### src/design/mqpr_pkg.sv
// Shared constants and types for the multi-queue packet readout pair.
// Assumes both ends run on one clock and meet in mqpr_link_if.
package mqpr_pkg;
  localparam int QUEUE_COUNT = 8;           // Number of queues
  localparam int QADDR_WIDTH = 3;           // Queue address width
  localparam int DATA_WIDTH = 36;           // Output bus width
  localparam int PAYLOAD_WIDTH = 32;        // Data bits below the markers
  localparam int DEPTH = 16;                // Words per queue
  localparam int PTR_WIDTH = 4;             // Pointer width
  localparam int AE_LEVEL = 2;              // Almost-empty at or below this count
  localparam int PRS_SETUP_CYCLES = 2;      // Queue select lead before partial reset
  localparam int START_BIT = 32;            // Start marker bit position
  localparam int END_BIT = 33;              // End marker bit position
  // Host controller command port offsets
  localparam logic [3:0] REG_CTRL = 4'h0;   // Mode strap, partial reset request
  localparam logic [3:0] REG_WSEL = 4'h1;   // Write queue select
  localparam logic [3:0] REG_RSEL = 4'h2;   // Read queue select
  localparam logic [3:0] REG_WDATA = 4'h3;  // Write word with markers
  localparam logic [3:0] REG_RDATA = 4'h4;  // Last word read
  localparam logic [3:0] REG_STATUS = 4'h5; // Flags
  localparam logic [3:0] REG_IRQ = 4'h6;    // Sticky events
  localparam logic [3:0] REG_MASK = 4'h7;   // Event mask
  localparam logic [3:0] REG_READ = 4'h8;   // Write any value to pop one word
  typedef enum logic [1:0] {PRS_IDLE_type_v, PRS_WAIT_type_v, PRS_PULSE_type_v} mqpr_prs_type;
endpackage : mqpr_pkg

### src/design/mqpr_link_if.sv
// Pins between the queue device and its host controller.
// Assumes one clock shared by both ends.
`timescale 1ns/100ps
interface mqpr_link_if;
  import mqpr_pkg::*;
  logic packet_select_strap;                    // High selects packet mode
  logic master_reset_n;                         // Device master reset
  logic queue_partial_reset_n;                  // One-cycle partial reset
  logic write_enable_n;                         // Write strobe
  logic [QADDR_WIDTH-1:0] write_queue_address;  // Write queue
  logic write_queue_select_enable;              // Latch write queue
  logic [DATA_WIDTH-1:0] write_data;            // Word with markers
  logic read_enable_n;                          // Read strobe
  logic output_enable_n;                        // Output enable
  logic [QADDR_WIDTH-1:0] read_queue_address;   // Read queue
  logic read_queue_select_enable;               // Latch read queue
  logic [DATA_WIDTH-1:0] read_data;             // Output bus
  logic output_valid_n;                         // Low when word valid
  logic packet_ready_n;                         // Low when packet ready
  logic almost_empty_n;                         // Low when almost empty
  logic [QUEUE_COUNT-1:0] read_flag_bus;        // Per-queue flags
  modport device (
    input packet_select_strap, master_reset_n, queue_partial_reset_n,
    input write_enable_n, write_queue_address, write_queue_select_enable, write_data,
    input read_enable_n, output_enable_n, read_queue_address, read_queue_select_enable,
    output read_data, output_valid_n, packet_ready_n, almost_empty_n, read_flag_bus
  );
  modport host (
    output packet_select_strap, master_reset_n, queue_partial_reset_n,
    output write_enable_n, write_queue_address, write_queue_select_enable, write_data,
    output read_enable_n, output_enable_n, read_queue_address, read_queue_select_enable,
    input read_data, output_valid_n, packet_ready_n, almost_empty_n, read_flag_bus
  );
endinterface : mqpr_link_if

### src/design/mqpr_host.sv
// Host controller driving the queue device link from a register port.
// Assumes software writes and reads over a plain strobe port on the same clock.
//
// Our own choices: the strobed register port and the register offsets.
`timescale 1ns/100ps
module mqpr_host (
  // Clock and reset
  input wire logic clk,
  input wire logic rst_b,
  // Software port
  input wire logic [3:0] addr,
  input wire logic [31:0] wdata,
  input wire logic wr_stb,
  input wire logic rd_stb,
  output logic [31:0] rdata,
  output logic irq,
  // Link to the device
  mqpr_link_if.host link
);
  import mqpr_pkg::*;

  logic strap_q, strap_d;                    // Packet mode choice
  logic mrst_n_q, mrst_n_d;                  // Master reset drive
  logic [QADDR_WIDTH-1:0] wq_q, wq_d;        // Write queue
  logic [QADDR_WIDTH-1:0] rq_q, rq_d;        // Read queue
  logic wsel_en_q, wsel_en_d;                // Write select pulse
  logic rsel_en_q, rsel_en_d;                // Read select pulse
  logic wen_n_q, wen_n_d;                    // Write strobe
  logic ren_n_q, ren_n_d;                    // Read strobe
  // Write word, always the full width that packet mode needs
  logic [DATA_WIDTH-1:0] wd_q, wd_d;
  logic [DATA_WIDTH-1:0] cap_q, cap_d;       // Last word read
  logic in_packet_q, in_packet_d;            // Between start and end markers
  logic prs_n_q, prs_n_d;                    // Partial reset drive
  logic [1:0] prs_cnt_q, prs_cnt_d;          // Select lead counter
  mqpr_prs_type prs_st_q, prs_st_d;          // Partial reset sequence
  logic [2:0] irq_q, irq_d;                  // Sticky: word, ready, prs done
  logic [2:0] mask_q, mask_d;                // Event mask
  logic [31:0] rdata_q, rdata_d;             // Read data register
  logic [2:0] ev;                            // Events this cycle

  // Events seen on the link
  always_comb begin
    ev[0] = !link.output_valid_n;
    ev[1] = !link.packet_ready_n && !link.output_valid_n;
    ev[2] = (prs_st_q == PRS_PULSE_type_v);
  end

  // Command decode and sequencing
  always_comb begin
    strap_d = strap_q;
    mrst_n_d = mrst_n_q;
    wq_d = wq_q;
    rq_d = rq_q;
    wsel_en_d = 1'b0;
    rsel_en_d = 1'b0;
    wen_n_d = 1'b1;
    ren_n_d = 1'b1;
    wd_d = wd_q;
    cap_d = ev[0] ? link.read_data : cap_q;
    in_packet_d = in_packet_q;
    prs_n_d = 1'b1;
    prs_cnt_d = prs_cnt_q;
    prs_st_d = prs_st_q;
    mask_d = mask_q;
    irq_d = irq_q;
    rdata_d = '0;
    if (wr_stb && addr == REG_IRQ) begin
      irq_d = irq_q & ~wdata[2:0];
    end
    irq_d = irq_d | ev;  // Set wins over clear
    if (wr_stb) begin
      if (addr == REG_CTRL) begin
        strap_d = wdata[0];
        mrst_n_d = !wdata[1];
        if (wdata[2] && prs_st_q == PRS_IDLE_type_v) begin
          wq_d = rq_q;
          wsel_en_d = 1'b1;
          rsel_en_d = 1'b1;
          prs_cnt_d = '0;
          prs_st_d = PRS_WAIT_type_v;
        end
      end else if (addr == REG_WSEL) begin
        if (!in_packet_q) begin
          wq_d = wdata[QADDR_WIDTH-1:0];
          wsel_en_d = 1'b1;
        end
      end else if (addr == REG_RSEL) begin
        rq_d = wdata[QADDR_WIDTH-1:0];
        rsel_en_d = 1'b1;
      end else if (addr == REG_WDATA) begin
        wd_d = {2'h0, wdata[5:4], wd_q[PAYLOAD_WIDTH-1:0]};
        wen_n_d = 1'b0;
        if (wdata[5]) begin
          in_packet_d = 1'b0;
        end else if (wdata[4]) begin
          in_packet_d = 1'b1;
        end
      end else if (addr == REG_MASK) begin
        mask_d = wdata[2:0];
      end else if (addr == REG_READ) begin
        ren_n_d = 1'b0;
      end else if (addr == REG_STATUS) begin
        wd_d = {wd_q[DATA_WIDTH-1:PAYLOAD_WIDTH], wdata};
      end
    end
    // Partial reset: wait out the select lead, then one low cycle
    case (prs_st_q)
      PRS_WAIT_type_v: begin
        prs_cnt_d = prs_cnt_q + 1'b1;
        if (prs_cnt_q == 2'(PRS_SETUP_CYCLES)) begin
          prs_n_d = 1'b0;
          prs_st_d = PRS_PULSE_type_v;
        end
      end
      PRS_PULSE_type_v: begin
        prs_st_d = PRS_IDLE_type_v;
      end
      default: begin
        prs_st_d = prs_st_d;
      end
    endcase
    if (rd_stb) begin
      if (addr == REG_CTRL) begin
        rdata_d = {29'h0, prs_st_q != PRS_IDLE_type_v, !mrst_n_q, strap_q};
      end else if (addr == REG_RDATA) begin
        rdata_d = cap_q[31:0];
      end else if (addr == REG_STATUS) begin
        rdata_d = {16'h0, link.read_flag_bus, 4'h0, cap_q[END_BIT:START_BIT],
                   !link.almost_empty_n, !link.packet_ready_n};
      end else if (addr == REG_IRQ) begin
        rdata_d = {29'h0, irq_q};
      end else if (addr == REG_MASK) begin
        rdata_d = {29'h0, mask_q};
      end
    end
  end

  // Registers
  always_ff @(posedge clk or negedge rst_b) begin
    if (!rst_b) begin
      strap_q <= 1'b0;
      mrst_n_q <= 1'b0;
      wq_q <= '0;
      rq_q <= '0;
      wsel_en_q <= 1'b0;
      rsel_en_q <= 1'b0;
      wen_n_q <= 1'b1;
      ren_n_q <= 1'b1;
      wd_q <= '0;
      cap_q <= '0;
      in_packet_q <= 1'b0;
      prs_n_q <= 1'b1;
      prs_cnt_q <= '0;
      prs_st_q <= PRS_IDLE_type_v;
      irq_q <= '0;
      mask_q <= '0;
      rdata_q <= '0;
    end else begin
      strap_q <= strap_d;
      mrst_n_q <= mrst_n_d;
      wq_q <= wq_d;
      rq_q <= rq_d;
      wsel_en_q <= wsel_en_d;
      rsel_en_q <= rsel_en_d;
      wen_n_q <= wen_n_d;
      ren_n_q <= ren_n_d;
      wd_q <= wd_d;
      cap_q <= cap_d;
      in_packet_q <= in_packet_d;
      prs_n_q <= prs_n_d;
      prs_cnt_q <= prs_cnt_d;
      prs_st_q <= prs_st_d;
      irq_q <= irq_d;
      mask_q <= mask_d;
      rdata_q <= rdata_d;
    end
  end

  // Link drive
  assign link.packet_select_strap = strap_q;
  assign link.master_reset_n = mrst_n_q;
  assign link.queue_partial_reset_n = prs_n_q;
  assign link.write_enable_n = wen_n_q;
  assign link.write_queue_address = wq_q;
  assign link.write_queue_select_enable = wsel_en_q;
  assign link.write_data = wd_q;
  assign link.read_enable_n = ren_n_q;
  assign link.output_enable_n = 1'b0;
  assign link.read_queue_address = rq_q;
  assign link.read_queue_select_enable = rsel_en_q;
  assign rdata = rdata_q;
  assign irq = |(irq_q & mask_q);
endmodule : mqpr_host

### src/flat_wrapper.sv
// flat-port wrapper written by rule: the top's interface ports become plain ports
module mqpr_host_flat import mqpr_pkg::*;
  (clk, rst_b, addr, wdata, wr_stb, rd_stb, rdata, irq, link_packet_select_strap, link_master_reset_n, link_queue_partial_reset_n, link_write_enable_n, link_write_queue_address, link_write_queue_select_enable, link_write_data, link_read_enable_n, link_output_enable_n, link_read_queue_address, link_read_queue_select_enable, link_read_data, link_output_valid_n, link_packet_ready_n, link_almost_empty_n, link_read_flag_bus);
  mqpr_link_if link_i ();
  input wire logic clk;
  input wire logic rst_b;
  input wire logic [3:0] addr;
  input wire logic [31:0] wdata;
  input wire logic wr_stb;
  input wire logic rd_stb;
  output logic [31:0] rdata;
  output logic irq;
  output wire logic [$bits(link_i.packet_select_strap)-1:0] link_packet_select_strap;
  output wire logic [$bits(link_i.master_reset_n)-1:0] link_master_reset_n;
  output wire logic [$bits(link_i.queue_partial_reset_n)-1:0] link_queue_partial_reset_n;
  output wire logic [$bits(link_i.write_enable_n)-1:0] link_write_enable_n;
  output wire logic [$bits(link_i.write_queue_address)-1:0] link_write_queue_address;
  output wire logic [$bits(link_i.write_queue_select_enable)-1:0] link_write_queue_select_enable;
  output wire logic [$bits(link_i.write_data)-1:0] link_write_data;
  output wire logic [$bits(link_i.read_enable_n)-1:0] link_read_enable_n;
  output wire logic [$bits(link_i.output_enable_n)-1:0] link_output_enable_n;
  output wire logic [$bits(link_i.read_queue_address)-1:0] link_read_queue_address;
  output wire logic [$bits(link_i.read_queue_select_enable)-1:0] link_read_queue_select_enable;
  input wire logic [$bits(link_i.read_data)-1:0] link_read_data;
  input wire logic [$bits(link_i.output_valid_n)-1:0] link_output_valid_n;
  input wire logic [$bits(link_i.packet_ready_n)-1:0] link_packet_ready_n;
  input wire logic [$bits(link_i.almost_empty_n)-1:0] link_almost_empty_n;
  input wire logic [$bits(link_i.read_flag_bus)-1:0] link_read_flag_bus;
  assign link_packet_select_strap = link_i.packet_select_strap;
  assign link_master_reset_n = link_i.master_reset_n;
  assign link_queue_partial_reset_n = link_i.queue_partial_reset_n;
  assign link_write_enable_n = link_i.write_enable_n;
  assign link_write_queue_address = link_i.write_queue_address;
  assign link_write_queue_select_enable = link_i.write_queue_select_enable;
  assign link_write_data = link_i.write_data;
  assign link_read_enable_n = link_i.read_enable_n;
  assign link_output_enable_n = link_i.output_enable_n;
  assign link_read_queue_address = link_i.read_queue_address;
  assign link_read_queue_select_enable = link_i.read_queue_select_enable;
  assign link_i.read_data = link_read_data;
  assign link_i.output_valid_n = link_output_valid_n;
  assign link_i.packet_ready_n = link_packet_ready_n;
  assign link_i.almost_empty_n = link_almost_empty_n;
  assign link_i.read_flag_bus = link_read_flag_bus;
  mqpr_host u_core (.clk(clk), .rst_b(rst_b), .addr(addr), .wdata(wdata), .wr_stb(wr_stb), .rd_stb(rd_stb), .rdata(rdata), .irq(irq), .link(link_i));
endmodule
### config.mk
export PLATFORM = sky130hd
export DESIGN_NAME = mqpr_host_flat
export DESIGN_NICKNAME = d
export VERILOG_FILES = /design/src/design/mqpr_pkg.sv /design/src/design/mqpr_link_if.sv /design/src/design/mqpr_host.sv /design/src/flat_wrapper.sv
export SDC_FILE = /design/constraint.sdc
export NUM_CORES = 1
export LEC_CHECK = 0
export ABC_AREA = 1
export BUFFER_PORTS_ARGS = -buffer_cell sky130_fd_sc_hd__buf_2
export CORE_MARGIN = 5
export CORE_UTILIZATION = 25
export CTS_CLUSTER_DIAMETER = 80
export DETAILED_ROUTE_END_ITERATION = 8
export GPL_ROUTABILITY_DRIVEN = 1
export PLACE_DENSITY = 0.44
export SLEW_MARGIN = 25
export SYNTH_ARGS = -nofsm -noshare
export SYNTH_HDL_FRONTEND = slang
export SYNTH_SLANG_ARGS = --single-unit
### constraint.sdc
create_clock -name clk -period 1.2 [get_ports clk]
set_input_delay 0.06 -clock clk [delete_from_list [all_inputs] [get_ports clk]]
set_output_delay 0.06 -clock clk [all_outputs]
set_load 0.05 [all_outputs]
# Word-level counts from Yosys, hierarchy flattened
# Cells that the tools add are included.
word_totals:
  elab_cells: 116
  inputBits: 87
  out_inout_bits: 83
  ff_bits: 126
op_classes:
  eq_ne: 13
  muxes: 49
  n_addsub: 1
  n_bitwise: 10
  n_reduce_logical: 25
op_table:
  columns: ["op", "n"]
  rows:
  - ["$mux 32", 6]
  - ["$mux 36", 3]
  - ["$mux 1", 25]
  - ["$mux 3", 6]
  - ["$eq 4x3->1 const B", 4]
  - ["$mux 2", 8]
  - ["$reduce_and 6->1", 2]
  - ["$reduce_bool 2->1", 6]
  - ["$eq 4x2->1 const B", 2]
  - ["$reduce_and 4->1", 2]
  - ["$reduce_and 8->1", 1]
  - ["$and 3x3->3", 2]
  - ["$not 1->1", 6]
  - ["$logic_not 1->1", 5]
  - ["$reduce_and 5->1", 1]
  - ["$eq 2x2->1 const B", 2]
  - ["$eq 4x1->1 const B", 1]
  - ["$eq 4x4->1 const B", 1]
  - ["$logic_not 4->1", 1]
  - ["$ne 2x2->1 const B", 2]
  - ["$pmux 2 s2", 1]
  - ["$logic_and 1x1->1", 3]
  - ["$not 3->3", 1]
  - ["$or 3x3->3", 1]
  - ["other kinds (6)", 6]

# Longest topological paths before layout
logic_depth:
  word_depth: 8
  depth_mapped: 8

# Least setup slack after synthesis
# Ideal clock, no wire load.
synth_timing:
  path_kind: "reg-to-reg"
  startpoint: "register u_core.prs_st_q[0]"
  endpoint: "register u_core.wq_q[0] (netlist: u_core.link.write_queue_address[0])"
  period_less_slack_ps: 1191
  stages_incl_launch_ff: 8
  setup_ps: 119
  slack_ps: 9
  n_path_buf: 0
  arrival_ps: 1072
  path_cell_list: "dfrtp_1 inv_1 ha_1 nand2_1 o21ai_2 nand2_1 nand2_1 nand2_1"
synth_via:
  elab_chain_len: 4
synth_rtl:
  columns: ["item", "line_no", "text"]
  rows:
  - ["start: declaration", "mqpr_host.sv:36", "mqpr_prs_type prs_st_q, prs_st_d;"]
  - ["start signal: assignment", "mqpr_host.sv:155", "prs_st_q <= PRS_IDLE_type_v;"]
  - ["start signal: assignment", "mqpr_host.sv:173", "prs_st_q <= prs_st_d;"]
  - ["$logic_not 2->1", "mqpr_host.sv:76", "if (wdata[2] && prs_st_q == PRS_IDLE_type_v) begin"]
  - ["$logic_and 1x1->1", "mqpr_host.sv:76", null]
  - ["$ne 2x2->1 (no line)", null, null]
  - ["$reduce_and 4->1 (no line)", null, null]
  - ["end signal: assignment", "mqpr_host.sv:162", "wq_q <= wq_d;"]
  - ["end: declaration", "mqpr_host.sv:24", "logic [QADDR_WIDTH-1:0] wq_q, wq_d;"]
# Every way passes these cells.
# A chain may end at the register's enable or synchronous reset.

# Worst setup path after layout
layout_timing:
  startpoint: "register u_core.mask_q[0]"
  endpoint: "output irq"
layout_via:
  elab_chain_len: 2
layout_rtl:
  columns: ["item", "line_no", "text"]
  rows:
  - ["start: declaration", "mqpr_host.sv:38", "logic [2:0] mask_q, mask_d;"]
  - ["start signal: assignment", "mqpr_host.sv:175", "mask_q <= mask_d;"]
  - ["$and 3x3->3", "mqpr_host.sv:193", "assign irq = |(irq_q & mask_q);"]
  - ["$reduce_or 3->1", "mqpr_host.sv:193", null]
  - ["end: declaration", "flat_wrapper.sv:12", "output logic irq;"]
# Every way passes these cells.

==> metrics.md <==
| Metric | Value |
|---|---|
| Clock Power Share | 0.411 |
| Initial antenna violation count | 3 |
| Psw | 4209 uW |
| FF+latch count, synth | 124 |
| Hold Slack | 0.02262 ns |
| R2R cell count | 7 |
| Finished Cell Area | 7694 um2 |
| Cell count after synthesis | 502 |
| PD cells | ~1700 nW/um2 |
| I/O Pins | 170 |
| Synth Cell Area | roughly 4900 um2 |
| Slew @ Worst Pin | 0.5013 ns |
| FFs w/ async S/R, synth | 1.000 |
| Clk sinks | 124 |
| CTS Buffer Depth | 2 |
| Main flop type after synthesis | dfrtp_1 |
| Drt total wl | roughly 14 mm |
| Routability cong. | 0.7694 |
| Slowest CP cell | dfrtp_1 |
| Final slew viol count | 0 |
| Clk root buf | clkbuf_16 |
| Reg2reg end | u_core.link.write_queue_address[0] |
| Worst path cell trace | nand2_1, nand3_2, buf_6 |
| Clock slew at reported path FFs | 0.06 ns |
| Critical Path Fanout Max | 3 |
| Clock Latency Late Sink | 0.41 ns |
| Sequential cell area fraction in the yosys report | 0.6312 |
| Worst R2R Start | u_core.prs_st_q[1] |
| CP top delay family | flip-flops |
| Fin. Hold Viols | 0 |
| Peak supply drop | roughly 0.00096 V |
| Status | finished, violations left |
| DR WL/cell | between 10 and 15 um |
| Hold path depth | 5 |
| Max-Cap Viols | 0 |
| Syn-to-layout area delta | 56.30% |
| Max Fclk | 0.8196 GHz |
| Core ar. | 19400 um2 |
| Synth area leaders | dfrtp_1, nand2_1, nand3_1 |
| Number of fill cells | around 2000 |
| Hold EP | u_core.link.write_queue_address[0] |
| GRT Total Usage | 0.1283 |
| Post-Place Cell Area | 6200 um2 |
| Vias in the first global route | 4462 |
| Worst Path Buf+Inv | 1 |
| Reg2Reg Setup Slack | 0.01 ns |
| Area occupied by multi-input gates | 1593 um2 |
| DR DRC count | 0 |
| Initial core utilization | 0.2537 |
| Nature of the critical path endpoint | primary output |
| Starting DRT DRC Count | 136 |
| Synth top area share | 0.6151 |
| Util after Layout | 0.3966 |
| CTS H-tree lvls | 4 |
| HP Class | primary input to flop |
| Tmin final | 1.220 ns |
| LEAKAGE | about 0.0040 uW |
| Clk_skew | 0.005909 ns |
| CP Launch Point | u_core.mask_q[0] |
| Seq pwr share | 0.375 |
| RSZ-0062 raised after global routing | true |
| Syn_area_per_cell | 9.805 um2 |
| Total congestion overflow | 0 |
| Crit start category | flop |
| Final number of setup-violating endpoints | 1 |
| Post-synth EDFFs | 0 |
| Min-Delay Startpoint | wdata[0] |
| Vias | 4314 |
| Switching Share | 0.3222 |
| Top cell type by total area after synthesis | dfrtp_1 |
| Chip Height | approximately 150 um |
| Vias per cell | 4.136 |
| Nets | 856 |
| Worst EP required | 1.14 ns |
| Largest net degree at the start of global routing | slightly above 90 |
| Crit path DAT | 1.16 ns |
| DRT antenna net count | 0 |
| Fin worst setup slack | -0.02016 ns |
| Antenna cells | 0 |
| TritonCTS clock tree | done |
| Kind of critical path | flop to primary output |
| First-pass GRT wire length | about 22 mm |
| Violated checks | setup timing |
| Hpwl dp | about 10 mm |
| IO buf count | ~160 |
| CTS Buf Count | 17 |
| Fin crit share | 1.017 |
| Drt first pass iters | 4 |
| Die Wd | ~150 um |
| FF+latch area | 3107 um2 |
| Internal | 8856 uW |
| Die ar. | 22590 um2 |
| Synth Warn # | 0 |
| Distinct cells, synth | 24 |
| Max stage delay on crit path | 0.40 ns |
| Relative slew slack | 0.6658 |
| Comb power frac | 0.214 |
| Layout cell share with drive strength beyond 1 | 0.3393 |
| Row cnt | 51 |
## state kept, by name (all words and copies together), names as in the netlist, 2 cells and up
name	count
u_core.rdata	32
u_core.mask_q	3
u_core.cap_q	34
u_core.irq_q	3
u_core.link.write_queue_address	3
u_core.prs_st_q	2
u_core.link.write_data	34
u_core.prs_cnt_q	2
u_core.link.read_queue_address	3
## how the worst max path moves through the flow
stage                                               endpoint  slack (ns)  cells after the start
after floorplan           u_core.link.write_queue_address[0]       0.009                      7
after global placement                    u_core.in_packet_q       -0.04                      7
after detailed placement                  u_core.in_packet_q       -0.06                      7
after CTS                                                irq       -0.03                      3
after global routing                                     irq       -0.07                      3
final                                                    irq       -0.02                      3
## logic make-up (layout without fill, tap and decap cells)
group	count (synthesis)	count (layout)	share of synthesized area
compound gates	48	48	0.05084
fa+ha+maj	4	4	0.01017
buf+inv	62	336	0.05745
flops	124	124	0.6312
mux	18	18	0.04118
other cells	1	3	0.0007619
simple gates	245	245	0.2084
## per-stage QoR
stage | cells | power, uW | TNS [ns] | setup WS (ns)
6_report | 1043 | 13070 | -0.02016 | -0.02016
5_1_grt | 1043 | 13700 | -0.1386 | -0.06727
4_1_cts | 1041 | 13270 | -0.03165 | -0.03165
3_5_place_dp | 932 | 7550 | -0.2041 | -0.06430
3_3_place_gp | 932 | 7521 | -0.05022 | -0.03679
2_1_floorplan | 504 | 6685 | 0 | 0.008575
## cells in the mapped netlist (2+ instances only)
master	count
clkbuf_1	7
dfstp_2	3
buf_6	3
nor2_4	2
buf_4	4
nand2_2	2
nand3_1	63
nor2_2	2
mux2_2	18
buf_2	10
nand2_1	127
dfrtp_1	121
buf_1	2
ha_1	4
inv_2	3
a21oi_1	27
nor2_1	48
o21ai_2	2
inv_1	32
o21ai_0	18
## metal layers
layer  share of wire  vias to the layer above  track usage
li1                -                     2138            -
met1            0.43                     2031       0.1590
met2            0.49                      120       0.2081
met3           0.063                       19      0.04305
met4           0.013                        6      0.04712
met5          0.0023                        -            0
## layout make-up
class / instances / area share
repair buffers: 268 / 0.2477
clock buffers: 18 / 0.05708
multi-input cells: 318 / 0.2070
flip-flops and latches: 124 / 0.4038
inverters: 36 / 0.01756
well taps: 265 / 0.04310
clock inverters: 14 / 0.02374
## cell usage in the layout (no fill, tap or decap), drive strengths merged
master and instances:
bufinv 3, dfrtp 121, nand4 1, dfstp 3
buf 189, ha 4, a21boi 1, conb 3
nand2 129, a21oi 27, nor2 52, nand3 63
dlygate4sd3 77, inv 41, clkinvlp 3, clkbuf 20
o21ai 20, mux2 18, clkinv 3
## worst min-delay path, cell delays in order
cell     delay (ns)
buf_2          0.09
nand2_1        0.05
nand2_1        0.07
nand3_1        0.07
nand2_1        0.06
## repair_timing
item	in CTS	in global routing
pin swaps	2	4
setup endpoints to repair	9	13
gates resized for setup	8	18
hold buffers	77	0
buffers inserted	0	2
hold endpoints to repair	201	0
## power groups by stage
| stage | sequential [uW] | combinational, uW | clock [uW] |
|---|---|---|---|
| finish | 4900 | 2800 | 5370 |
| detailed placement | 4970 | 2580 | 0 |
| global placement | 4970 | 2550 | 0 |
| floorplan | 6060 | 621 | 0 |
| CTS | 4900 | 2800 | 5570 |
| global route | 4950 | 3000 | 5740 |
No activity file was read; power rests on OpenSTA's default activity.
